File: config.mk
export PLATFORM = sky130hd
export DESIGN_NAME = tbr_top
export DESIGN_NICKNAME = d
export VERILOG_FILES = /design/src/hw/tbr_filter.sv /design/src/hw/tbr_top.sv
export SDC_FILE = /design/constraint.sdc
export NUM_CORES = 1
export LEC_CHECK = 0
export BUFFER_PORTS_ARGS = -buffer_cell sky130_fd_sc_hd__buf_4
export CAP_MARGIN = 40
export CORE_UTILIZATION = 55
export CTS_CLUSTER_DIAMETER = 30
export DETAILED_ROUTE_END_ITERATION = 10
export GPL_TIMING_DRIVEN = 0
export PLACE_DENSITY = 0.8
export SETUP_SLACK_MARGIN = 0.1
export SYNTH_ARGS = -nofsm -noshare
export SYNTH_HDL_FRONTEND = slang
export SYNTH_HIERARCHICAL = 1
export SYNTH_SLANG_ARGS = --single-unit
File: constraint.sdc
create_clock -name pclk -period 3.7 [get_ports pclk]
set_clock_uncertainty 0.2 [all_clocks]
set_input_delay 0.37 -clock pclk [delete_from_list [all_inputs] [get_ports pclk]]
set_output_delay 0.37 -clock pclk [all_outputs]
set_load 0.02 [all_outputs]
File: src/hw/tbr_filter.sv
// Function
// - Make 80 MHz timebase from onboard oscillator or external reference, as configured.
// - Derive 20 MHz timebase by dividing the 80 MHz timebase.
// - Derive 100 kHz timebase by dividing 20 MHz timebase by 200.
// - Any of three timebases may source either 32-bit counter.
// - Analog in/out timing uses 20 MHz by default, 100 kHz selectable.
// - External reference selectable from eight bus lines, backplane 10 MHz, or star.
// - External reference feeds PLL; all timebases lock to it.
// - 10 MHz reference divided from onboard oscillator, drivable on any bus line.
// - Shared timebase: initiator drives 10 MHz on a line, all boards select it.
// - Bus lines bidirectional; per-line selector picks the driven internal signal.
// - Any bus line routes into analog and counter timing inputs.
// - Routed inputs have selectable polarity and edge or level sensing.
// - Enabled debounce filter samples input on each 40 MHz filter clock tick.
// - Filter passes level change only after N consecutive samples agree.
// - N is 5, 257 or about 101,800 per setting; disabled passes input.
// - Filter setting held per input; all filters disabled after reset.
// - Direct terminal-to-line or line-to-terminal routes carry the raw signal.
// - Bus lines belong to the non-isolated chassis-referenced domain.
// - Eight backplane trigger lines map one-to-one onto the eight bus lines.
`default_nettype none
package tbr_pkg;
  // Clock rates in MHz and the common divisor used for fractional dividers
  localparam int CLK_MHZ = 250;
  localparam int FAST_MHZ = 80;
  localparam int SLOW_MHZ = 20;
  localparam int REF_MHZ = 10;
  localparam int FILT_MHZ = 40;
  localparam int RATE_GCD = 10;
  localparam logic [5:0] ACC_MOD = 6'(CLK_MHZ / RATE_GCD);
  localparam logic [5:0] FAST_INC = 6'(FAST_MHZ / RATE_GCD);
  localparam logic [5:0] FILT_INC = 6'(FILT_MHZ / RATE_GCD);
  localparam logic [4:0] REF_DIV = 5'(CLK_MHZ / REF_MHZ);
  localparam logic [4:0] REF_HIGH = 5'(CLK_MHZ / REF_MHZ / 2);
  localparam logic [1:0] SLOW_DIV = 2'(FAST_MHZ / SLOW_MHZ - 1);
  localparam logic [7:0] KHZ_DIV = 8'h C7; // 200 counts of the 20 MHz tick
  // Filter sample counts
  localparam logic [16:0] FILT_N_SHORT = 17'h00005;
  localparam logic [16:0] FILT_N_MID = 17'h00101;
  localparam int FILT_N_LONG_DEF = 101800;
  // Sizes
  localparam int NUM_LINES = 8;
  localparam int NUM_FILT = 9;
  localparam int NUM_DEST = 24;
  localparam int NUM_SRC = 24;
  localparam int CTR_STRIDE = 7;
  localparam int DEST_CTR0_SRC = 10;
  // Selector codes
  localparam logic [3:0] EXT_CLK10 = 4'h8;
  localparam logic [3:0] EXT_STAR = 4'h9;
  localparam logic [3:0] ROUTE_STAR = 4'h8;
  // Register byte offsets
  localparam logic [11:0] A_CTRL = 12'h000;
  localparam logic [11:0] A_STATUS = 12'h004;
  localparam logic [11:0] A_OUT_EN = 12'h008;
  localparam logic [11:0] A_FILTER = 12'h00C;
  localparam logic [11:0] A_OUT_SEL0 = 12'h010;
  localparam logic [11:0] A_OUT_SEL7 = 12'h02C;
  localparam logic [11:0] A_ROUTE0 = 12'h040;
  localparam logic [11:0] A_ROUTE23 = 12'h09C;
  // Control field positions
  localparam int C_EXT = 0;
  localparam int C_REFSEL = 1;
  localparam int C_AI_SLOW = 5;
  localparam int C_AO_SLOW = 6;
  localparam int C_CTR0 = 8;
  localparam int C_CTR1 = 10;
  localparam int R_INV = 4;
  localparam int R_EDGE = 5;
  // Reset values
  localparam logic [11:0] CTRL_RST = 12'h000;
  localparam logic [17:0] FILTER_RST = 18'h00000;
  localparam logic [5:0] ROUTE_RST = 6'h0F;
  localparam logic [4:0] OUT_SEL_RST = 5'h00;

  typedef enum logic [1:0] {FLT_OFF, FLT_125NS, FLT_6US, FLT_2MS} tbr_filt_e;

  // Internal timing signals offered to the bus line drivers
  typedef struct packed {
    logic ai_start;
    logic ai_ref;
    logic ai_convert;
    logic ai_sample;
    logic ai_pause;
    logic ao_sample;
    logic ao_start;
    logic ao_pause;
    logic [3:0] ctr0;
    logic [3:0] ctr1;
    logic frequency_output;
    logic [5:0] pfi_raw;
  } tbr_timing_s;

  // Timebase ticks and reference level
  typedef struct packed {
    logic tb80;
    logic tb20;
    logic tb100k;
    logic ref10;
  } tbr_tb_s;
endpackage

// Debounce filter for one synchronised input
module tbr_filter #(
  parameter logic [16:0] N_LONG = 17'h18DA8
) (
  // Clock and reset
  input wire logic pclk,
  input wire logic presetn,
  // Filter tick and setting
  input wire logic sample_en,
  input wire logic [1:0] setting,
  // Signal
  input wire logic din,
  output logic dout
);
  logic [16:0] cnt;
  logic [16:0] n_need;

  // Sample count for the chosen setting
  always_comb
  begin
    unique case (tbr_pkg::tbr_filt_e'(setting))
      tbr_pkg::FLT_125NS: n_need = tbr_pkg::FILT_N_SHORT;
      tbr_pkg::FLT_6US: n_need = tbr_pkg::FILT_N_MID;
      tbr_pkg::FLT_2MS: n_need = N_LONG;
      tbr_pkg::FLT_OFF: n_need = 17'h00001;
    endcase
  end

  // Count agreeing samples; any disagreement restarts the count
  always_ff @(posedge pclk or negedge presetn)
  begin
    if (!presetn)
    begin
      dout <= 1'b0;
      cnt <= 17'h00000;
    end
    else if (setting == 2'h0)
    begin
      dout <= din;
      cnt <= 17'h00000;
    end
    else if (sample_en)
    begin
      if (din == dout)
        cnt <= 17'h00000;
      else if (cnt + 17'h00001 >= n_need)
      begin
        dout <= din;
        cnt <= 17'h00000;
      end
      else
        cnt <= cnt + 17'h00001;
    end
  end
endmodule
`default_nettype wire

File: src/hw/tbr_top.sv
`default_nettype none
// Timebase generation and shared trigger bus routing
module tbr_top #(
  parameter logic [16:0] FILT_N_LONG = 17'(tbr_pkg::FILT_N_LONG_DEF)
) (
  // Clock and reset
  input wire logic pclk,
  input wire logic presetn,
  // APB slave
  input wire logic psel,
  input wire logic penable,
  input wire logic pwrite,
  input wire logic [11:0] paddr,
  input wire logic [31:0] pwdata,
  output logic [31:0] prdata,
  output logic pready,
  output logic pslverr,
  // Shared trigger bus pins
  input wire logic [7:0] shared_trigger_bus_in,
  output logic [7:0] shared_trigger_bus_out,
  output logic [7:0] shared_trigger_bus_oe,
  // Backplane clock and star trigger pins
  input wire logic backplane_clk10,
  input wire logic star_trigger,
  // PLL interface
  input wire logic pll_locked,
  output logic pll_ref_out,
  output logic pll_ref_ext,
  // Internal timing signals to drive out
  input wire tbr_pkg::tbr_timing_s timing,
  // Timebases and routed functions
  output tbr_pkg::tbr_tb_s tb,
  output logic [1:0] counter_source_tick,
  output logic ai_timebase_tick,
  output logic ao_timebase_tick,
  output logic filter_tick,
  output logic [23:0] routed_fn,
  output logic [7:0] shared_trigger_bus_raw
);
  // Registers
  logic [11:0] ctrl;
  logic [7:0] out_en;
  logic [17:0] filter_cfg;
  logic [4:0] out_sel [tbr_pkg::NUM_LINES];
  logic [5:0] route_cfg [tbr_pkg::NUM_DEST];
  // Pin synchronisers
  localparam int NPIN = 11;
  logic [NPIN-1:0] pin_raw;
  logic [NPIN-1:0] sync1;
  logic [NPIN-1:0] sync2;
  logic [NPIN-1:0] sync3;
  logic [NPIN-1:0] pin_s;
  // Timebase state
  logic [5:0] fast_acc;
  logic [5:0] filt_acc;
  logic [5:0] fast_sum;
  logic [5:0] filt_sum;
  logic [1:0] slow_cnt;
  logic [7:0] khz_cnt;
  logic [4:0] ref_cnt;
  logic div_hold;
  logic ext_ref;
  logic ext_ref_d;
  logic ext_rise;
  localparam int C_REFSEL_HI = tbr_pkg::C_REFSEL + 3;
  // Filters and routing
  logic [tbr_pkg::NUM_FILT-1:0] filt_in;
  logic [tbr_pkg::NUM_FILT-1:0] filt_out;
  logic [tbr_pkg::NUM_DEST-1:0] fn_level;
  logic [tbr_pkg::NUM_DEST-1:0] fn_prev;
  logic [tbr_pkg::NUM_SRC-1:0] src_vec;
  // Bus decode
  logic wr_en;
  logic rd_setup;
  logic mapped;
  logic [31:0] rd_data;
  logic in_out_sel;
  logic in_route;
  logic [2:0] sel_idx;
  logic [4:0] route_idx;

  // Pins: bus lines are the backplane trigger lines in order, bit for bit
  assign pin_raw = {pll_locked, backplane_clk10, star_trigger, shared_trigger_bus_in};

  // Three-stage synchronisers; a new level counts once stages two and three agree
  always_ff @(posedge pclk or negedge presetn)
  begin
    if (!presetn)
    begin
      sync1 <= '0;
      sync2 <= '0;
      sync3 <= '0;
      pin_s <= '0;
    end
    else
    begin
      sync1 <= pin_raw;
      sync2 <= sync1;
      sync3 <= sync2;
      for (int i = 0; i < NPIN; i++)
        if (sync2[i] == sync3[i])
          pin_s[i] <= sync3[i];
    end
  end

  // APB decode; the slave always answers in the first access cycle
  assign wr_en = psel && penable && pwrite && mapped;
  assign rd_setup = psel && !penable;
  assign pready = 1'b1;
  assign pslverr = psel && penable && !mapped;
  assign in_out_sel = paddr >= tbr_pkg::A_OUT_SEL0 && paddr <= tbr_pkg::A_OUT_SEL7;
  assign in_route = paddr >= tbr_pkg::A_ROUTE0 && paddr <= tbr_pkg::A_ROUTE23;
  assign sel_idx = 3'((paddr - tbr_pkg::A_OUT_SEL0) >> 2);
  assign route_idx = 5'((paddr - tbr_pkg::A_ROUTE0) >> 2);
  assign mapped = paddr[1:0] == 2'h0 && (paddr == tbr_pkg::A_CTRL
    || paddr == tbr_pkg::A_STATUS || paddr == tbr_pkg::A_OUT_EN
    || paddr == tbr_pkg::A_FILTER || in_out_sel || in_route);

  // Read mux; the status word shows live state, not stored values
  always_comb
  begin
    rd_data = 32'h00000000;
    if (paddr == tbr_pkg::A_CTRL)
      rd_data = {20'h00000, ctrl};
    else if (paddr == tbr_pkg::A_STATUS)
      rd_data = {16'h0000, pin_s[7:0], 5'h00, ext_ref, !div_hold, pin_s[10]};
    else if (paddr == tbr_pkg::A_OUT_EN)
      rd_data = {24'h000000, out_en};
    else if (paddr == tbr_pkg::A_FILTER)
      rd_data = {14'h0000, filter_cfg};
    else if (in_out_sel)
      rd_data = {27'h0000000, out_sel[sel_idx]};
    else if (in_route)
      rd_data = {26'h0000000, route_cfg[route_idx]};
  end

  // Read data is captured in the setup cycle and held through the access
  always_ff @(posedge pclk or negedge presetn)
  begin
    if (!presetn)
      prdata <= 32'h00000000;
    else if (rd_setup)
      prdata <= rd_data;
  end

  // Configuration registers; filters come up disabled
  always_ff @(posedge pclk or negedge presetn)
  begin
    if (!presetn)
    begin
      ctrl <= tbr_pkg::CTRL_RST;
      out_en <= 8'h00;
      filter_cfg <= tbr_pkg::FILTER_RST;
    end
    else if (wr_en)
    begin
      if (paddr == tbr_pkg::A_CTRL)
        ctrl <= pwdata[11:0];
      if (paddr == tbr_pkg::A_OUT_EN)
        out_en <= pwdata[7:0];
      if (paddr == tbr_pkg::A_FILTER)
        filter_cfg <= pwdata[17:0];
    end
  end

  // Per-line output selectors
  always_ff @(posedge pclk or negedge presetn)
  begin
    if (!presetn)
    begin
      for (int i = 0; i < tbr_pkg::NUM_LINES; i++)
        out_sel[i] <= tbr_pkg::OUT_SEL_RST;
    end
    else if (wr_en && in_out_sel)
      out_sel[sel_idx] <= pwdata[4:0];
  end

  // Per-function input routes; reset leaves every function unrouted
  always_ff @(posedge pclk or negedge presetn)
  begin
    if (!presetn)
    begin
      for (int i = 0; i < tbr_pkg::NUM_DEST; i++)
        route_cfg[i] <= tbr_pkg::ROUTE_RST;
    end
    else if (wr_en && in_route)
      route_cfg[route_idx] <= pwdata[5:0];
  end

  // External reference selection from lines, backplane clock or star
  always_ff @(posedge pclk or negedge presetn)
  begin
    if (!presetn)
    begin
      ext_ref <= 1'b0;
      ext_ref_d <= 1'b0;
    end
    else
    begin
      if (ctrl[C_REFSEL_HI:tbr_pkg::C_REFSEL] == tbr_pkg::EXT_CLK10)
        ext_ref <= pin_s[9];
      else if (ctrl[C_REFSEL_HI:tbr_pkg::C_REFSEL] == tbr_pkg::EXT_STAR)
        ext_ref <= pin_s[8];
      else if (ctrl[C_REFSEL_HI] == 1'b0)
        ext_ref <= pin_s[ctrl[C_REFSEL_HI-1:tbr_pkg::C_REFSEL]];
      else
        ext_ref <= 1'b0;
      ext_ref_d <= ext_ref;
    end
  end

  // Reference goes to the PLL; its edges re-phase the fast divider
  assign pll_ref_out = ext_ref;
  assign pll_ref_ext = ctrl[tbr_pkg::C_EXT];
  assign ext_rise = ext_ref && !ext_ref_d && ctrl[tbr_pkg::C_EXT];
  // Dividers wait for lock when following an external reference
  assign div_hold = ctrl[tbr_pkg::C_EXT] && !pin_s[10];

  assign fast_sum = fast_acc + tbr_pkg::FAST_INC;
  assign filt_sum = filt_acc + tbr_pkg::FILT_INC;

  // 80 MHz tick: fractional divider, 8 ticks every 25 clocks
  always_ff @(posedge pclk or negedge presetn)
  begin
    if (!presetn)
    begin
      fast_acc <= 6'h00;
      tb.tb80 <= 1'b0;
    end
    else if (div_hold)
    begin
      fast_acc <= 6'h00;
      tb.tb80 <= 1'b0;
    end
    // A reference edge is a wrap point, so its tick is kept rather than dropped
    else if (ext_rise)
    begin
      fast_acc <= 6'h00;
      tb.tb80 <= 1'b1;
    end
    else if (fast_sum >= tbr_pkg::ACC_MOD)
    begin
      fast_acc <= fast_sum - tbr_pkg::ACC_MOD;
      tb.tb80 <= 1'b1;
    end
    else
    begin
      fast_acc <= fast_sum;
      tb.tb80 <= 1'b0;
    end
  end

  // 20 MHz and 100 kHz ticks, cascaded so all three stay in phase
  always_ff @(posedge pclk or negedge presetn)
  begin
    if (!presetn)
    begin
      slow_cnt <= 2'h0;
      khz_cnt <= 8'h00;
      tb.tb20 <= 1'b0;
      tb.tb100k <= 1'b0;
    end
    else if (div_hold)
    begin
      slow_cnt <= 2'h0;
      khz_cnt <= 8'h00;
      tb.tb20 <= 1'b0;
      tb.tb100k <= 1'b0;
    end
    else
    begin
      tb.tb20 <= 1'b0;
      tb.tb100k <= 1'b0;
      if (tb.tb80)
      begin
        slow_cnt <= slow_cnt + 2'h1;
        if (slow_cnt == tbr_pkg::SLOW_DIV)
        begin
          tb.tb20 <= 1'b1;
          khz_cnt <= (khz_cnt == tbr_pkg::KHZ_DIV) ? 8'h00 : khz_cnt + 8'h01;
          tb.tb100k <= khz_cnt == tbr_pkg::KHZ_DIV;
        end
      end
    end
  end

  // 10 MHz reference and 40 MHz filter tick run from the onboard clock only
  always_ff @(posedge pclk or negedge presetn)
  begin
    if (!presetn)
    begin
      ref_cnt <= 5'h00;
      tb.ref10 <= 1'b0;
      filt_acc <= 6'h00;
      filter_tick <= 1'b0;
    end
    else
    begin
      ref_cnt <= (ref_cnt == tbr_pkg::REF_DIV - 5'h01) ? 5'h00 : ref_cnt + 5'h01;
      tb.ref10 <= ref_cnt < tbr_pkg::REF_HIGH;
      if (filt_sum >= tbr_pkg::ACC_MOD)
      begin
        filt_acc <= filt_sum - tbr_pkg::ACC_MOD;
        filter_tick <= 1'b1;
      end
      else
      begin
        filt_acc <= filt_sum;
        filter_tick <= 1'b0;
      end
    end
  end

  // Timebase choice for analog timing and the two counters
  always_ff @(posedge pclk or negedge presetn)
  begin
    if (!presetn)
    begin
      ai_timebase_tick <= 1'b0;
      ao_timebase_tick <= 1'b0;
      counter_source_tick <= 2'h0;
    end
    else
    begin
      ai_timebase_tick <= ctrl[tbr_pkg::C_AI_SLOW] ? tb.tb100k : tb.tb20;
      ao_timebase_tick <= ctrl[tbr_pkg::C_AO_SLOW] ? tb.tb100k : tb.tb20;
      for (int c = 0; c < 2; c++)
      begin
        unique case (ctrl[tbr_pkg::C_CTR0 + 2*c +: 2])
          2'h0: counter_source_tick[c] <= tb.tb80;
          2'h1: counter_source_tick[c] <= tb.tb20;
          2'h2: counter_source_tick[c] <= tb.tb100k;
          2'h3: counter_source_tick[c] <= routed_fn[tbr_pkg::DEST_CTR0_SRC
            + tbr_pkg::CTR_STRIDE*c];
        endcase
      end
    end
  end

  // Debounce filters on the eight lines and the star trigger
  assign filt_in = pin_s[8:0];
  generate
    for (genvar f = 0; f < tbr_pkg::NUM_FILT; f++)
    begin : g_filt
      tbr_filter #(
        .N_LONG(FILT_N_LONG)
      ) u_filt (
        .pclk(pclk),
        .presetn(presetn),
        .sample_en(filter_tick),
        .setting(filter_cfg[2*f +: 2]),
        .din(filt_in[f]),
        .dout(filt_out[f])
      );
    end
  endgenerate

  // Routed functions: filtered source, polarity, then edge or level
  generate
    for (genvar d = 0; d < tbr_pkg::NUM_DEST; d++)
    begin : g_route
      always_comb
      begin
        if (route_cfg[d][3:0] <= tbr_pkg::ROUTE_STAR)
          fn_level[d] = filt_out[route_cfg[d][3:0]] ^ route_cfg[d][tbr_pkg::R_INV];
        else
          fn_level[d] = 1'b0;
      end

      always_ff @(posedge pclk or negedge presetn)
      begin
        if (!presetn)
        begin
          fn_prev[d] <= 1'b0;
          routed_fn[d] <= 1'b0;
        end
        else
        begin
          fn_prev[d] <= fn_level[d];
          if (route_cfg[d][tbr_pkg::R_EDGE])
            routed_fn[d] <= fn_level[d] && !fn_prev[d];
          else
            routed_fn[d] <= fn_level[d];
        end
      end
    end
  endgenerate

  // Sources for the line drivers; two clocks go out inverted
  assign src_vec = {timing.pfi_raw, timing.frequency_output, timing.ctr1, timing.ctr0,
    tb.ref10, timing.ao_pause, timing.ao_start, !timing.ao_sample, timing.ai_pause,
    timing.ai_sample, !timing.ai_convert, timing.ai_ref, timing.ai_start};

  // Line drivers; the bus sits in the chassis-referenced domain
  generate
    for (genvar l = 0; l < tbr_pkg::NUM_LINES; l++)
    begin : g_line
      always_ff @(posedge pclk or negedge presetn)
      begin
        if (!presetn)
        begin
          shared_trigger_bus_out[l] <= 1'b0;
          shared_trigger_bus_oe[l] <= 1'b0;
        end
        else
        begin
          shared_trigger_bus_oe[l] <= out_en[l];
          if (out_sel[l] < 5'(tbr_pkg::NUM_SRC))
            shared_trigger_bus_out[l] <= src_vec[out_sel[l]];
          else
            shared_trigger_bus_out[l] <= 1'b0;
        end
      end
    end
  endgenerate

  // Unfiltered line levels for direct routes to the terminals
  assign shared_trigger_bus_raw = pin_s[7:0];

endmodule
`default_nettype wire

# --- After elaboration in Yosys (flattened, before gate mapping) ---
# Cells that the tools add are included.
op_classes:
  n_addsub: 18
  n_reduce_logical: 121
  bitwise: 26
  n_eq_ne: 70
  order_cmp: 85
  muxes: 246
op_table:
  columns: ["op", "n"]
  rows:
  - ["$mux W17", 36]
  - ["$pmux W17 S4", 9]
  - ["$mux W32", 5]
  - ["$add A17 B1 Y17 const B", 9]
  - ["$ge A17 B17 Y1", 9]
  - ["$bwmux W144", 1]
  - ["$mux W1", 134]
  - ["$lt A4 B5 Y1 const B", 24]
  - ["$bmux W1 S4", 24]
  - ["$le A4 B4 Y1 const B", 24]
  - ["$lt A5 B6 Y1 const B", 8]
  - ["$mux W6", 8]
  - ["$eq A2 B2 Y1 const B", 23]
  - ["$bmux W1 S5", 8]
  - ["$bwmux W40", 1]
  - ["$lt A5 B5 Y1 const B", 8]
  - ["$reduce_bool A2 Y1", 20]
  - ["$logic_and A1 B1 Y1", 39]
  - ["$mux W8", 4]
  - ["$logic_not A1 Y1", 31]
  - ["$bmux W6 S5", 1]
  - ["$demux W6 S5", 1]
  - ["$reduce_and A3 Y1", 9]
  - ["$eq A12 B4 Y1 const B", 2]
  - ["other kinds (39)", 128]
totals:
  reg_bits: 562
  inputBits: 83

# --- Longest topological paths before layout ---
logic_depth:
  word_depth: 11
  mapped_depth: 16

# --- Modules after synthesis ---
# Netlist, hierarchy kept.
modules_own_cells:
  columns: ["module", "cells_each", "seq_area_each_um2", "area_each_um2", "instances"]
  rows:
  - ["tbr_top", 1473, 9779.4, 20169.3, 1]
  - ["tbr_filter", 147, 450.4, 1406.3, 9]

# --- Worst setup path before layout ---
# No wires, ideal clock.
synth_path:
  path_type: "flip-flop to flip-flop"
  start: "register g_filt[3].u_filt.cnt[0]"
  end: "register g_filt[3].u_filt.cnt[6]"
  arrival_ns: 3.214
  path_buffers: 1
  period_less_slack_ns: 3.496
  t_required_ns: 3.418
  setup_ns: 0.082
  stages_incl_launch_ff: 17
  setup_slack_ns: 0.204
  path_cell_list: "dfrtp_1 -> ha_1 -> nand4_1 -> nor2_1 -> nand3_1 -> nor2_1 -> xor2_1 -> ha_1 -> o2bb2ai_1 -> nor4b_1 -> mux2i_1 -> nor2_1 -> or4b_4 -> nand2_4 -> buf_6 -> a31oi_1 -> a31oi_1"
synth_via:
  elab_chain_cells: 6
synth_lines:
  columns: ["element", "line", "text"]
  rows:
  - ["start, declared", "tbr_filter.sv:117", "logic [16:0] cnt;"]
  - ["start signal, assigned", "tbr_filter.sv:154", "cnt <= cnt + 17'h00001;"]
  - ["$add A17 B1 Y17 *", "tbr_filter.sv:148, tbr_filter.sv:154", null]
  - ["$ge A17 B17 Y1", "tbr_filter.sv:148", "else if (cnt + 17'h00001 >= n_need)"]
  - ["$mux W17 *", "tbr_filter.sv:148", null]
  - ["$mux W17 *", "tbr_filter.sv:146", "if (din == dout)"]
  - ["$mux W17 *", "tbr_filter.sv:144", "else if (sample_en)"]
  - ["$mux W17 *", "tbr_filter.sv:139", "else if (setting == 2'h0)"]
# Mark *: on every way between the ends. The rest lies on a longest branch, timed or not. The select of a mux whose other input is x is not followed.
# A chain may end at the register's enable or synchronous reset.

# --- Worst setup path after layout ---
layout_path:
  start: "register g_filt[6].u_filt.cnt[6]"
  end: "register g_filt[6].u_filt.cnt[2]"
layout_via:
  elab_chain_cells: 6
layout_lines:
  columns: ["element", "line"]
  rows:
  - ["start, declared", "tbr_filter.sv:117"]
  - ["start signal, assigned", "tbr_filter.sv:154"]
  - ["$add A17 B1 Y17", "tbr_filter.sv:148"]
  - ["$ge A17 B17 Y1", "tbr_filter.sv:148"]
  - ["$mux W17", "tbr_filter.sv:148"]
  - ["$mux W17", "tbr_filter.sv:146"]
  - ["$mux W17", "tbr_filter.sv:144"]
  - ["$mux W17", "tbr_filter.sv:139"]
# No other way between the ends. The select of a mux whose other input is x is not followed.

==> impl_metrics.env <==
export IMPL_syn2layout_area_growth_pct=32.7
export IMPL_fin_util_pct=73.8
export IMPL_maxCapViolCount=0
export IMPL_clk_pin_slew_ps=50
export IMPL_cts_buffer_depth=3
export IMPL_max_freq_mhz=245
export IMPL_insertion_delay_ps=680
export IMPL_rows=89
export IMPL_hold_class="in2async"
export IMPL_maxSlewViolCount=0
export IMPL_top_layer="met5"
export IMPL_synthMuxAreaShare_pct=21.5
export IMPL_finalSetupViolCount=127
export IMPL_violations="setup timing"
export IMPL_synth_compound_area_share_pct=10.1
export IMPL_post_drt_wl_per_cell_um=26.0
export IMPL_cp_end_kind="register"
export IMPL_htree_num_levels=3
export IMPL_grt_max_degree=129
export IMPL_cpPeakStageDelay_ps=540
export IMPL_fin_ws_ps=-376
export IMPL_ys_types=75
export IMPL_start_util_pct=55.6
export IMPL_nets=3550
export IMPL_first_pass_iters=9
export IMPL_worst_path_max_fanout=8
export IMPL_p_per_area_mw_per_mm2=436
export IMPL_reg2reg_depth=17
export IMPL_rrSetupSlack_ps=-380
export IMPL_status="finished with violations"
export IMPL_setup_tns_final_ps=-15830
export IMPL_drt_wl_total_mm=110
export IMPL_finalHoldViolCount=0
export IMPL_slew_headroom_pct=36.5
export IMPL_grt_pass1_wl_mm=152
export IMPL_drive_above_1_share_pct=44.3
export IMPL_leakagePower_nw=19.0
export IMPL_reg2reg_from="g_filt[6].u_filt/cnt[6]$_DFFE_PN0P_"
export IMPL_ant_nets=0
export IMPL_cts_sinks=548
export IMPL_synth_area_mm2=0.0328
export IMPL_core_mm2=0.0590
export IMPL_worstPathCellList="clkbuf_4 > nand4_1 > nor2_2 > buf_4 > buf_4 > nand2_1 > xnor2_1 > ha_1 > a21o_4 > nor4_2 > mux2i_1 > nor2_1 > or4b_4 > nand2_8 > buf_8 > a21oi_2 > a31oi_1"
export IMPL_synthCells=2796
export IMPL_met2WireLength_mm=52.8
export IMPL_crit_slowest_cell="or4b_4"
export IMPL_synth_top_family_by_area="multiplexers"
export IMPL_total_power_w=0.0190
export IMPL_path_class="reg2reg"
export IMPL_ys_ff_latch=548
export IMPL_worstPathArrival_ps=4420
export IMPL_critPathLaunchType="register"
export IMPL_cts_root_buf="clkbuf_16"
export IMPL_synthArstFlopShare_pct=100
export IMPL_reg2reg_to="g_filt[6].u_filt/cnt[2]$_DFFE_PN0P_"
export IMPL_fin_crit_ps=4080
export IMPL_antenna_found_initial=5
export IMPL_grt_util_all_layers_pct=32.2
export IMPL_mostFrequentLayoutCells="432 x dfrtp_1, 364 x buf_4, 242 x mux2_2"
export IMPL_routed_wl_met3_mm=10.7
export IMPL_ys_seq_area_share_pct=42.1
export IMPL_vias=28400
export IMPL_yosys_area_share_simple_pct=12.9
export IMPL_vdd_drop_max_mv=0.434
export IMPL_worstPathRequired_ps=4050
export IMPL_fp_dieW_um=246
export IMPL_grt_pass1_vias=27400
export IMPL_synth_xor_area_share_pct=4.80
export IMPL_overflow=0
export IMPL_hpwlAfterDp_mm=64.7
export IMPL_synth_ff_type="dfrtp_1"
export IMPL_yosys_warnings=6
export IMPL_grt_setup_unrepaired="true"
export IMPL_finalCritPeriodShare_pct=110
export IMPL_crit_top_cell="buf_4"
export IMPL_cts_inserted_buffers=115
export IMPL_drt_iter0_markers=2889
export IMPL_drc=0
export IMPL_die_area_mm2=0.0607
export IMPL_wl_met1_mm=39.8
export IMPL_gp_congestion=1.00
export IMPL_viasPerCell=6.70
export IMPL_io_buffers=145
export IMPL_yosys_area_share_adder_pct=4.60
export IMPL_cts_tree="built"
export IMPL_fp_dieH_um=246
export IMPL_synth_area_per_cell_um2=11.7
export IMPL_io_pins=176
export IMPL_tightest_slew_ps=953
export IMPL_final_common_cell="dfrtp_1"
export IMPL_synth_edf_count=0
==> flip-flops by register name, indices dropped and copies added, names as in the netlist, 4 cells and up <==
register / count
routed_fn: 24
shared_trigger_bus_oe: 8
out_en: 8
out_sel: 40
ctrl: 12
tb: 4
g_filt.u_filt/dout: 9
g_filt.u_filt/cnt: 153
pin_s: 11
fn_prev: 24
filt_acc: 6
filter_cfg: 18
ref_cnt: 5
sync2: 11
route_cfg: 144
fast_acc: 6
shared_trigger_bus_out: 8
sync3: 11
sync1: 11
khz_cnt: 8
prdata: 18
==> through the flow <==
stage / std cells / hold WS, ps / cell area [um^2] / setup slack [ps]
floorplan: 2809 / -126 / 32900 / 204
detailed placement: 3738 / 136 / 35100 / -366
CTS: 4094 / 36.1 / 40900 / 74.4
global placement: 3727 / 133 / 34900 / -3550
global route: 4231 / 99.0 / 43600 / -467
finish: 4232 / 51.5 / 43600 / -376
==> cell usage after synthesis (21+ instances only) <==
master    number  area [um^2]
a21o_1        21          158
a22o_1        86          753
nand3_1       98          490
a21oi_1       62          310
nand2_1      250          938
mux2i_1       82          821
nand4_1       59          369
clkbuf_1      75          282
mux2_2       249         2800
buf_2         28          140
buf_6         36          405
o21ai_0       59          295
buf_4         23          173
mux4_2       148         3330
inv_1         42          158
a21boi_0      25          188
nor3_1        40          200
xor2_1       100          876
dfrtp_1      452        11300
a31oi_1       67          419
nor2_1       150          563
ha_1         112         1400
dfstp_2       96         2520
xnor2_1       80          701
==> worst max-delay path: cells and delay by family, from the launching register on <==
family / cells / cell delay (ps)
AND/OR/NAND/NOR: 7 / 1700
buffers and inverters: 4 / 590
AO/OA/AOI/OAI: 3 / 510
flip-flops: 1 / 320
adder cells (fa/ha/maj): 1 / 240
XOR/XNOR: 1 / 220
multiplexers: 1 / 160
==> repair_timing <==
action                                  CTS  global route
cloned                                    2            12
gates resized for setup                 104           290
endpoints found under the setup margin  162           161
pin swaps                                82           264
buffers inserted                        105           133
hold buffers                             30             0
endpoints found under the hold margin   137             0
==> cell families (layout without fill, tap and decap cells) <==
group	count (synthesis)	after routing
fa+ha+maj	123	123
mux	488	488
flops	548	548
simple gates	776	776
other cells	2	16
compound gates	447	447
buf+inv	232	881
xor+xnor	180	180
==> power breakdown <==
group          leakage, nW  total [W]  switching, W  internal (W)
registers             6.96    0.00644      0.000217       0.00622
logic                 10.1    0.00164      0.000988      0.000656
clock network         1.97     0.0109       0.00382       0.00707
total                 19.0     0.0190       0.00503        0.0139
==> worst max-delay path by stage <==
| stage | slack, ps | cells past startpoint | from | to |
|---|---|---|---|---|
| 2_1_floorplan | 200 | 16 | g_filt[3].u_filt/cnt[0]$_DFFE_PN0P_ | g_filt[3].u_filt/cnt[6]$_DFFE_PN0P_ |
| 3_3_place_gp | -3550 | 1 | presetn | sync1[6]$_DFF_PN0_ |
| 5_1_grt | -470 | 17 | g_filt[3].u_filt/cnt[0]$_DFFE_PN0P_ | g_filt[3].u_filt/cnt[6]$_DFFE_PN0P_ |
| 3_5_place_dp | -370 | 16 | g_filt[4].u_filt/cnt[0]$_DFFE_PN0P_ | g_filt[4].u_filt/cnt[6]$_DFFE_PN0P_ |
| 4_1_cts | 70 | 16 | g_filt[3].u_filt/cnt[1]$_DFFE_PN0P_ | g_filt[3].u_filt/cnt[6]$_DFFE_PN0P_ |
| 6_report | -380 | 17 | g_filt[6].u_filt/cnt[6]$_DFFE_PN0P_ | g_filt[6].u_filt/cnt[2]$_DFFE_PN0P_ |
==> area by class of cell <==
cell class	instances	area, um^2
inverter	43	161
buffer	189	1230
timing repair buffer	429	3810
multi-input combinational	2029	19300
clock inverter	95	1150
sequential	548	13900
tap	773	967
fill	3325	15500
antenna	1	2.50
clock buffer	125	3030
==> routing by layer <==
metal | GRT usage [%] | vias to the layer above
met3 | 6.73 | 559
met4 | 17.0 | 4
li1 | - | 11700
met1 | 40.5 | 14200
met5 | 0 | -
met2 | 52.1 | 1964
No activity file was read; power rests on OpenSTA's default activity.
